File: config.mk
export PLATFORM = sky130hd
export DESIGN_NAME = reverse_charge_protection_control
export DESIGN_NICKNAME = d
export VERILOG_FILES = /design/src/rcp_pkg.sv /design/src/reverse_charge_protection_control.sv
export SDC_FILE = /design/constraint.sdc
export NUM_CORES = 1
export LEC_CHECK = 0
export BUFFER_PORTS_ARGS = -buffer_cell sky130_fd_sc_hd__buf_2
export CAP_MARGIN = 20
export CELL_PAD_IN_SITES_DETAIL_PLACEMENT = 1
export CELL_PAD_IN_SITES_GLOBAL_PLACEMENT = 1
export CORE_ASPECT_RATIO = 0.75
export CORE_MARGIN = 3
export CORE_UTILIZATION = 45
export DETAILED_ROUTE_END_ITERATION = 10
export PLACE_DENSITY_LB_ADDON = 0.1
export RECOVER_POWER = 25
export SKIP_LAST_GASP = 1
export SLEW_MARGIN = 20
export SYNTH_ARGS = -nofsm -noshare
export SYNTH_HDL_FRONTEND = slang
export SYNTH_SLANG_ARGS = --single-unit
export TNS_END_PERCENT = 5
File: constraint.sdc
create_clock -name clk -period 6.1 [get_ports clk]
set_input_delay 0.915 -clock clk [delete_from_list [all_inputs] [get_ports clk]]
set_output_delay 0.915 -clock clk [all_outputs]
set_load 0.02 [all_outputs]
File: src/rcp_pkg.sv
// constants, register map and types for the reverse charge protection control block
// assumes a 100 MHz block clock and comparator inputs that are asynchronous to it
//
// Summary of operation
// RULE1: enable bit turns on both pass transistors and watches reverse current.
// RULE2: current above lower limit, below upper, for slow window opens the path.
// RULE3: lower-limit excursions shorter than the slow window are tolerated.
// RULE4: current above upper limit longer than fast time opens the path.
// RULE5: any over-current trip clears enable and raises reverse over-current event.
// RULE6: backflow above threshold for debounce clears enable and raises backflow event.
// RULE7: enable cannot be set again until 1 ms after a backflow event.
// RULE8: writes of one to enable during lockout are ignored.
// RULE9: software waits 1 to 5 ms after backflow before re-enabling.
// RULE10: charge voltage regulator stays disabled while reverse mode is enabled.
// RULE11: 4-bit charge current code selects main charger current, 0000 is zero.
// RULE12: code 1111 drives pass path fully on and blocks the battery switch; pass_full_on is driven only while enable is clear.
// RULE13: 3-bit trickle code selects trickle current, 000 is zero.
// RULE14: debounce is a parameter; comparator inputs are synchronised first.
// RULE15: trip windows are counters restarting when their comparator drops.
package rcp_pkg;

    localparam int CLK_FREQ_MHZ = 100;
    localparam int SLOW_TRIP_WINDOW_US = 1000;
    localparam int FAST_TRIP_TIME_US = 100;
    localparam int BACKFLOW_DEBOUNCE_US = 100;
    localparam int LOCKOUT_US = 1000;
    localparam int SLOW_TRIP_CYCLES = SLOW_TRIP_WINDOW_US * CLK_FREQ_MHZ;
    localparam int FAST_TRIP_CYCLES = FAST_TRIP_TIME_US * CLK_FREQ_MHZ;
    localparam int BACKFLOW_CYCLES = BACKFLOW_DEBOUNCE_US * CLK_FREQ_MHZ;
    localparam int LOCKOUT_CYCLES = LOCKOUT_US * CLK_FREQ_MHZ;
    localparam int CNT_W = 20;

    localparam logic [7:0] CTRL_ADDR = 8'h00;
    localparam logic [7:0] CURR_ADDR = 8'h04;
    localparam logic [7:0] STATUS_ADDR = 8'h08;
    localparam logic [7:0] IRQ_MASK_ADDR = 8'h0c;

    localparam int CTRL_ENABLE_BIT = 0;
    localparam int CURR_CHARGE_LSB = 0;
    localparam int CURR_TRICKLE_LSB = 4;
    localparam int EVT_OVERCURRENT_BIT = 0;
    localparam int EVT_BACKFLOW_BIT = 1;
    localparam int STAT_LOCKOUT_BIT = 2;
    localparam int STAT_ENABLE_BIT = 3;

    localparam logic [3:0] CHARGE_CODE_RESET = 4'h0;
    localparam logic [2:0] TRICKLE_CODE_RESET = 3'h0;
    localparam logic [3:0] CHARGE_CODE_FULL_ON = 4'hf;
    localparam logic [1:0] EVENTS_RESET = 2'h0;
    localparam logic [1:0] MASK_RESET = 2'h0;

    typedef struct packed {
        logic lower_limit;
        logic upper_limit;
        logic backflow;
    } sense_t;

    typedef struct packed {
        logic pass_gate_drive;
        logic pass_full_on;
        logic battery_switch_inhibit;
        logic charge_voltage_regulator_en;
        logic [3:0] charge_current_code;
        logic [2:0] trickle_current_code;
    } power_ctl_t;

endpackage

File: src/reverse_charge_protection_control.sv
// reverse charge protection control: reverse-source enable, over-current and backflow trips,
// charge current code outputs, behind an apb slave
// assumes comparator levels arrive asynchronously and the analog path obeys power_ctl
//
// Chosen here: the placing of the registers and the APB interface to the registers.
`timescale 1ns/100ps
module reverse_charge_protection_control
    import rcp_pkg::*;
#(
    parameter int SLOW_CYCLES = SLOW_TRIP_CYCLES,
    parameter int FAST_CYCLES = FAST_TRIP_CYCLES,
    parameter int DEBOUNCE_CYCLES = BACKFLOW_CYCLES,
    parameter int LOCK_CYCLES = LOCKOUT_CYCLES
) (
    input wire logic clk,
    input wire logic rst_b,
    input wire logic psel,
    input wire logic penable,
    input wire logic pwrite,
    input wire logic [7:0] paddr,
    input wire logic [31:0] pwdata,
    output logic [31:0] prdata,
    output logic pready,
    output logic pslverr,
    input wire sense_t sense_async,
    input wire logic charge_regulator_req,
    output power_ctl_t power_ctl,
    output logic irq
);

    sense_t sync1_q;
    sense_t sync2_q;
    logic enable_q;
    logic [3:0] charge_code_q;
    logic [2:0] trickle_code_q;
    logic [1:0] events_q;
    logic [1:0] mask_q;
    logic [CNT_W-1:0] slow_cnt_q;
    logic [CNT_W-1:0] fast_cnt_q;
    logic [CNT_W-1:0] back_cnt_q;
    logic [CNT_W-1:0] lock_cnt_q;
    logic slow_trip;
    logic fast_trip;
    logic back_trip;
    logic lockout;
    logic wr;
    logic rd;
    logic mapped;

    // two stages before any comparator level is timed [RULE14]
    always_ff @(posedge clk or negedge rst_b) begin
        if (!rst_b) begin
            sync1_q <= '0;
            sync2_q <= '0;
        end else begin
            sync1_q <= sense_async;
            sync2_q <= sync1_q;
        end
    end

    assign wr = psel && penable && pwrite;
    assign rd = psel && penable && !pwrite;
    assign mapped = (paddr == CTRL_ADDR) || (paddr == CURR_ADDR) ||
                    (paddr == STATUS_ADDR) || (paddr == IRQ_MASK_ADDR);
    assign pready = 1'b1;
    assign pslverr = psel && penable && !mapped;

    // slow window: lower limit only, restarts when comparator drops or upper limit takes over
    always_ff @(posedge clk or negedge rst_b) begin
        if (!rst_b) begin
            slow_cnt_q <= '0;
        end else if (!enable_q || !sync2_q.lower_limit || sync2_q.upper_limit) begin
            slow_cnt_q <= '0; // [RULE15] [RULE3]
        end else if (!slow_trip) begin
            slow_cnt_q <= slow_cnt_q + 1'b1;
        end
    end
    assign slow_trip = slow_cnt_q == CNT_W'(SLOW_CYCLES); // [RULE2]

    always_ff @(posedge clk or negedge rst_b) begin
        if (!rst_b) begin
            fast_cnt_q <= '0;
        end else if (!enable_q || !sync2_q.upper_limit) begin
            fast_cnt_q <= '0; // [RULE15]
        end else if (!fast_trip) begin
            fast_cnt_q <= fast_cnt_q + 1'b1;
        end
    end
    assign fast_trip = fast_cnt_q == CNT_W'(FAST_CYCLES); // [RULE4]

    always_ff @(posedge clk or negedge rst_b) begin
        if (!rst_b) begin
            back_cnt_q <= '0;
        end else if (!enable_q || !sync2_q.backflow) begin
            back_cnt_q <= '0;
        end else if (!back_trip) begin
            back_cnt_q <= back_cnt_q + 1'b1;
        end
    end
    assign back_trip = back_cnt_q == CNT_W'(DEBOUNCE_CYCLES); // [RULE6] [RULE14]

    // lockout runs from the cycle the backflow event is raised
    always_ff @(posedge clk or negedge rst_b) begin
        if (!rst_b) begin
            lock_cnt_q <= '0;
        end else if (enable_q && back_trip) begin
            lock_cnt_q <= CNT_W'(LOCK_CYCLES); // [RULE7]
        end else if (lock_cnt_q != '0) begin
            lock_cnt_q <= lock_cnt_q - 1'b1;
        end
    end
    assign lockout = lock_cnt_q != '0;

    // trips beat a same-cycle software set so a fault never leaves the path on
    always_ff @(posedge clk or negedge rst_b) begin
        if (!rst_b) begin
            enable_q <= 1'b0;
        end else if (enable_q && (slow_trip || fast_trip || back_trip)) begin
            enable_q <= 1'b0; // [RULE5] [RULE6]
        end else if (wr && paddr == CTRL_ADDR) begin
            // a one during lockout leaves the bit cleared [RULE8] [RULE7]
            enable_q <= pwdata[CTRL_ENABLE_BIT] && !lockout;
        end
    end

    always_ff @(posedge clk or negedge rst_b) begin
        if (!rst_b) begin
            charge_code_q <= CHARGE_CODE_RESET;
            trickle_code_q <= TRICKLE_CODE_RESET;
        end else if (wr && paddr == CURR_ADDR) begin
            charge_code_q <= pwdata[CURR_CHARGE_LSB +: 4]; // [RULE11]
            trickle_code_q <= pwdata[CURR_TRICKLE_LSB +: 3]; // [RULE13]
        end
    end

    // sticky events, write one to clear; a new event wins over the clear
    always_ff @(posedge clk or negedge rst_b) begin
        if (!rst_b) begin
            events_q <= EVENTS_RESET;
        end else begin
            for (int i = 0; i < 2; i++) begin
                if (wr && paddr == STATUS_ADDR && pwdata[i]) begin
                    events_q[i] <= 1'b0;
                end
            end
            if (enable_q && (slow_trip || fast_trip)) begin
                events_q[EVT_OVERCURRENT_BIT] <= 1'b1; // [RULE5]
            end
            if (enable_q && back_trip) begin
                events_q[EVT_BACKFLOW_BIT] <= 1'b1; // [RULE6]
            end
        end
    end

    always_ff @(posedge clk or negedge rst_b) begin
        if (!rst_b) begin
            mask_q <= MASK_RESET;
        end else if (wr && paddr == IRQ_MASK_ADDR) begin
            mask_q <= pwdata[1:0];
        end
    end

    always_ff @(posedge clk or negedge rst_b) begin
        if (!rst_b) begin
            irq <= 1'b0;
        end else begin
            irq <= |(events_q & mask_q);
        end
    end

    // registered power controls so the analog side sees clean levels
    always_ff @(posedge clk or negedge rst_b) begin
        if (!rst_b) begin
            power_ctl <= '0;
        end else begin
            power_ctl.pass_gate_drive <= enable_q; // [RULE1]
            power_ctl.pass_full_on <= !enable_q &&
                                      charge_code_q == CHARGE_CODE_FULL_ON; // [RULE12]
            power_ctl.battery_switch_inhibit <= charge_code_q == CHARGE_CODE_FULL_ON; // [RULE12]
            power_ctl.charge_voltage_regulator_en <= charge_regulator_req && !enable_q; // [RULE10]
            power_ctl.charge_current_code <= charge_code_q; // [RULE11]
            power_ctl.trickle_current_code <= trickle_code_q; // [RULE13]
        end
    end

    always_comb begin
        prdata = '0;
        if (rd) begin
            case (paddr)
                CTRL_ADDR: prdata[CTRL_ENABLE_BIT] = enable_q;
                CURR_ADDR: begin
                    prdata[CURR_CHARGE_LSB +: 4] = charge_code_q;
                    prdata[CURR_TRICKLE_LSB +: 3] = trickle_code_q;
                end
                STATUS_ADDR: begin
                    prdata[1:0] = events_q;
                    prdata[STAT_LOCKOUT_BIT] = lockout;
                    prdata[STAT_ENABLE_BIT] = enable_q;
                end
                IRQ_MASK_ADDR: prdata[1:0] = mask_q;
                default: prdata = '0;
            endcase
        end
    end

endmodule

Yosys cells after proc, flatten, opt, wreduce, memory -nomap -nowiden
Cells that the tools add are included.
{ "word_totals": {"regBits": 110, "in_bits": 49, "word_cells": 96} }
{ "op_classes": {"n_addsub": 4, "n_eq_ne": 10, "mux": 19, "bitwise": 1, "n_reduce_logical": 39} }
{ "op_table": {"columns": ["cell", "count"], "rows": [
  ["two-way mux 20 bit", 8],
  ["adder 20 x 1 -> 20 bit (second input constant)", 3],
  ["equality test 20 x 14 -> 1 bit (second input constant)", 2],
  ["equality test 20 x 17 -> 1 bit (second input constant)", 1],
  ["nonzero test 20 bit", 1],
  ["subtractor 20 x 1 -> 20 bit (second input constant)", 1],
  ["equality test 8 x 4 -> 1 bit (second input constant)", 2],
  ["logical AND 1 bit", 16],
  ["logical OR 1 bit", 9],
  ["equality test 8 x 3 -> 1 bit (second input constant)", 1],
  ["zero test 8 bit", 1],
  ["nonzero test 2 bit", 4],
  ["zero test 1 bit", 7],
  ["two-way mux 7 bit", 1],
  ["two-way mux 1 bit", 6],
  ["inequality test 2 x 1 -> 1 bit (second input constant)", 3],
  ["equality test 4 bit (second input constant)", 1],
  ["case mux 1 bit (4 select lines)", 1],
  ["case mux 2 bit (2 select lines)", 1],
  ["two-way mux 3 bit", 1],
  ["case mux 1 bit (3 select lines)", 1],
  ["bitwise AND 2 bit", 1],
  ["OR reduction 2 bit", 1]
]} }

Depth between registers and ports, before layout
{ "depth": {"depth_word": 6, "ltp_mapped": 8, "mapped_depth_nobuf": 7} }

Worst setup path after synthesis
Ideal clock, no wire load.
{ "synth_path": {"kind": "input-to-output", "start": "in paddr[7]", "end": "out prdata[1]", "arrival_time_ns": 1.854, "required_time_ns": 5.185, "setup_slack_ns": 3.331, "cell_stages": 4, "path_cell_list": "nor2_1 > nand3_1 > or3_1 > nor2_1"} }
{ "synth_between": {"elab_chain_cells": 3} }
{ "synth_lines": {"columns": ["item", "line", "rtl"], "rows": [
  ["start, declared", "reverse_charge_protection_control.sv:20", "input wire logic [7:0] paddr,"],
  ["equality test 8 x 4 -> 1 bit / equality test 8 x 3 -> 1 bit (equally long branches)", "reverse_charge_protection_control.sv:189", "case (paddr)"],
  ["case mux 1 bit (3 select lines) (*)", "reverse_charge_protection_control.sv:189", null],
  ["two-way mux 7 bit (*)", "reverse_charge_protection_control.sv:188", "if (rd) begin"],
  ["end, declared", "reverse_charge_protection_control.sv:22", "output logic [31:0] prdata,"]
]} }
Every way passes the cells marked *; elsewhere a longest branch is shown, timed or not.

Worst setup path after layout
{ "layout_path": {"start": "reg lock_cnt_q[12]", "end": "out prdata[2]"} }
{ "layout_between": {"elab_chain_cells": 3} }
{ "layout_lines": {"columns": ["item", "line", "rtl"], "rows": [
  ["start, declared", "reverse_charge_protection_control.sv:41", "logic [CNT_W-1:0] lock_cnt_q;"],
  ["start signal, assigned", "reverse_charge_protection_control.sv:107", "lock_cnt_q <= CNT_W'(LOCK_CYCLES);"],
  ["start signal, assigned", "reverse_charge_protection_control.sv:109", "lock_cnt_q <= lock_cnt_q - 1'b1;"],
  ["nonzero test 20 bit", "reverse_charge_protection_control.sv:112", "assign lockout = lock_cnt_q != '0;"],
  ["case mux 2 bit (2 select lines)", "reverse_charge_protection_control.sv:189", null],
  ["two-way mux 7 bit", "reverse_charge_protection_control.sv:188", null]
]} }
No other way between the ends.

==> qor.csv <==
stage,metric,value,unit
sta,fmax,281.2,MHz
logic_synthesis,synth_area_leaders,"dfrtp_1 51%, nor2_1 6.3%, xnor2_1 5.0%",
grt,grt_pass1_wl,20.98,mm
hold_path,min_path_type,reg -> reg,
cells_and_area,regArea,2753,um^2
floorplanning,ios,95,
critical_path,cp_max_fo,7,
floorplanning,die_area,13470,um^2
cts,clk_path_buf_depth,2,
logic_synthesis,synth_edf_count,0,
logic_synthesis,synth_top_cell_by_area,dfrtp_1,
logic_synthesis,ys_seq_elements,110,
power_and_ir_drop,total_power,1.408,mW
floorplanning,fp-row-count,34,
cts,hold_buffers,0,
grt,grt_max_degree,57,
cts,numCtsBuffers,9,
logic_synthesis,synth_common_cells,"110 x dfrtp_1, 91 x nor2_1, 36 x nand2_1",
sta,layout_worst_path_cycle_share,0.5831,
run,drv_cap,1,
drt,routedWlPerCell,16.63,um
floorplanning,die_y,101.3,um
sta,tightestPinTransition,3.013,ns
critical_path,cp-end-kind,output pin,
status,violations,"max-capacitance violations, max-slew violations",
critical_path,crit_path_start,lock_cnt_q[12],
grt,grt_usage,0.1928,
sta,min_period,3.557,ns
cts,cts-root-buf,clkbuf_16,
cells_and_area,multi_input_area,2486,um^2
placed_design,numPortBuffers,43,
critical_path,ff2ff_setup_slack,3.78,ns
sta,grt_setup_unrepaired,false,
cts,ctsResizeCount,0,
drt,first_pass_iters,5,
sta,finalHoldViolations,0,
grt,overflow,0,
sta,timing.final.max_slew_violations,56,
logic_synthesis,synthDominantCellAreaShare,0.5054,
critical_path,crit_arrival,2.64,ns
sta,setup_viol,0,
hold_path,min_from,sync1_q[1],
sta,slew_headroom,-1.009,
cells_and_area,nets,642,
logic_synthesis,yosysUniqueCellTypes,48,
placed_design,hpwlAfterDp,8.920,mm
power_and_ir_drop,ir_drop,0.1403,mV
logic_synthesis,synth_ff_type,dfrtp_1,
placed_design,place_congestion,0.7836,
floorplanning,die_x,133.0,um
grt,grt_pass1_vias,4074,
cts,cts.sinks,110,
logic_synthesis,syn_inst,544,
logic_synthesis,synth_area,5446,um^2
critical_path,start_kind,flop,
floorplanning,initial_core_util,0.4656,
sta,tns,0,ns
cells_and_area,area_growth,10.73,%
drt,drtAntennaViolNets,0,
drt,drt_wl_total,12.51,mm
grt,grt_antenna_before_repair,0,
cts,cts.clk_slew.worst_paths,0.07,ns
power_and_ir_drop,leakagePower,2.769,nW
cts,cts_setup_buffers,0,
drt,drt_iter0_drc,187,
floorplanning,core_area,11700,um^2
logic_synthesis,yosys_warnings,0,
sta,fin_skew,0.008101,ns
cts,h-tree-depth,3,
cells_and_area,n_fill_cell,1334,
logic_synthesis,yosysMostFrequentCell,dfrtp_1,
power_and_ir_drop,p_per_area,233.5,nW/um^2
logic_synthesis,yosysSeqAreaShare,0.5054,
critical_path,required,5.18,ns
drt,drc,0,
drt,vias_per_cell,5.294,
cells_and_area,drive_above_1_share,0.1407,
critical_path,critical_path_class,reg -> out,
critical_path,r2r-start,lock_cnt_q[0],
cts,insertion_delay,0.35,ns
logic_synthesis,syn-mean-instance-area,10.01,um^2
status,status,"finished, violations left",
logic_synthesis,synthArstFlopShare,1.000,
drt,num_vias,3981,
cts,cts_tree,built,
cells_and_area,n_antenna_cell,0,
-- path summary, 6_finish.rpt --
kind                                       end  cells after the start
worst max register to register   lock_cnt_q[6]                      7
max in group asynchronous       fast_cnt_q[18]                      2
worst max-delay path                 prdata[2]                      6
worst min-delay path                sync2_q[1]                      0
min in group asynchronous        lock_cnt_q[0]                      1
worst min register to register      sync2_q[1]                      0
-- stage by stage --
step	worst slack, ns	cell area (um^2)	utilization	hold WS, ns	std cells
final	2.543	6031	0.5155	0.3504	752
after global routing	1.846	6031	0.5155	0.3595	752
after CTS	2.516	6035	0.5158	0.3528	752
after detailed placement	2.909	5715	0.4886	0.3371	736
after global placement	2.943	5715	0.4886	0.3342	736
after floorplan	3.331	5537	-	0.3312	568
-- flip-flops by register name (all words and copies together) (netlist names) --
register	count
back_cnt_q	20
fast_cnt_q	20
lock_cnt_q	20
slow_cnt_q	20
power_ctl	11
charge_code_q	4
sync1_q	3
sync2_q	3
trickle_code_q	3
events_q	2
mask_q	2
enable_q	1
irq	1
-- cells by family (layout without fill, tap and decap cells) --
family	count (synthesis)	count (layout)	synth area share
simple gates	263	263	0.2509
flops	110	110	0.5054
xor+xnor	62	62	0.09970
buf+inv	51	73	0.05468
compound gates	31	31	0.03354
mux	17	17	0.03607
fa+ha+maj	8	8	0.01838
other cells	2	26	0.001379
-- cell type report --
type,instances,share of cell area
Clock inverter,4,0.008714
Sequential cell,110,0.4564
Multi-Input combinational cell,407,0.4122
Clock buffer,12,0.04419
Timing Repair Buffer,44,0.03672
Inverter,13,0.008091
Tap cell,162,0.03361
-- layer usage --
metal,global-route usage,vias up,share of wire
met4,0.04233,0,0.0081
met3,0.04121,10,0.042
met5,0,-,0
met1,0.2717,1994,0.49
li1,-,1894,-
met2,0.3108,83,0.46
-- worst max-delay path: stages, from the launching register on --
cell and delay (ns):
dfrtp_1 0.42, or4_1 0.68, nor4_1 0.60, nand2_1 0.16, a22oi_1 0.22, nor2_1 0.06, buf_2 0.16
-- power by group --
part	internal [mW]	total, mW	switching (mW)
Clock	0.354	0.620	0.266
Combinational	0.0106	0.0515	0.0409
Sequential	0.733	0.736	0.00290
Total	1.10	1.41	0.310
-- cells in the final DEF (no fill, tap or decap), types with 4 or more instances in the layout --
| master | count |
|---|---|
| nor4b_1 | 5 |
| mux2_2 | 10 |
| or3_1 | 8 |
| ha_1 | 8 |
| clkbuf_16 | 9 |
| nand2_1 | 36 |
| nor4_1 | 11 |
| mux2i_1 | 5 |
| a21oi_1 | 12 |
| inv_1 | 13 |
| nor3_1 | 17 |
| nand3_1 | 31 |
| nand4_1 | 16 |
| nor2_1 | 91 |
| o21ai_0 | 8 |
| xor2_1 | 31 |
| and3_1 | 12 |
| dfrtp_1 | 110 |
| xnor2_1 | 31 |
| or4_1 | 5 |
| conb_1 | 26 |
| buf_2 | 42 |
| nor4_2 | 5 |
| nor2b_1 | 4 |
(Power assumes the default switching activity.)
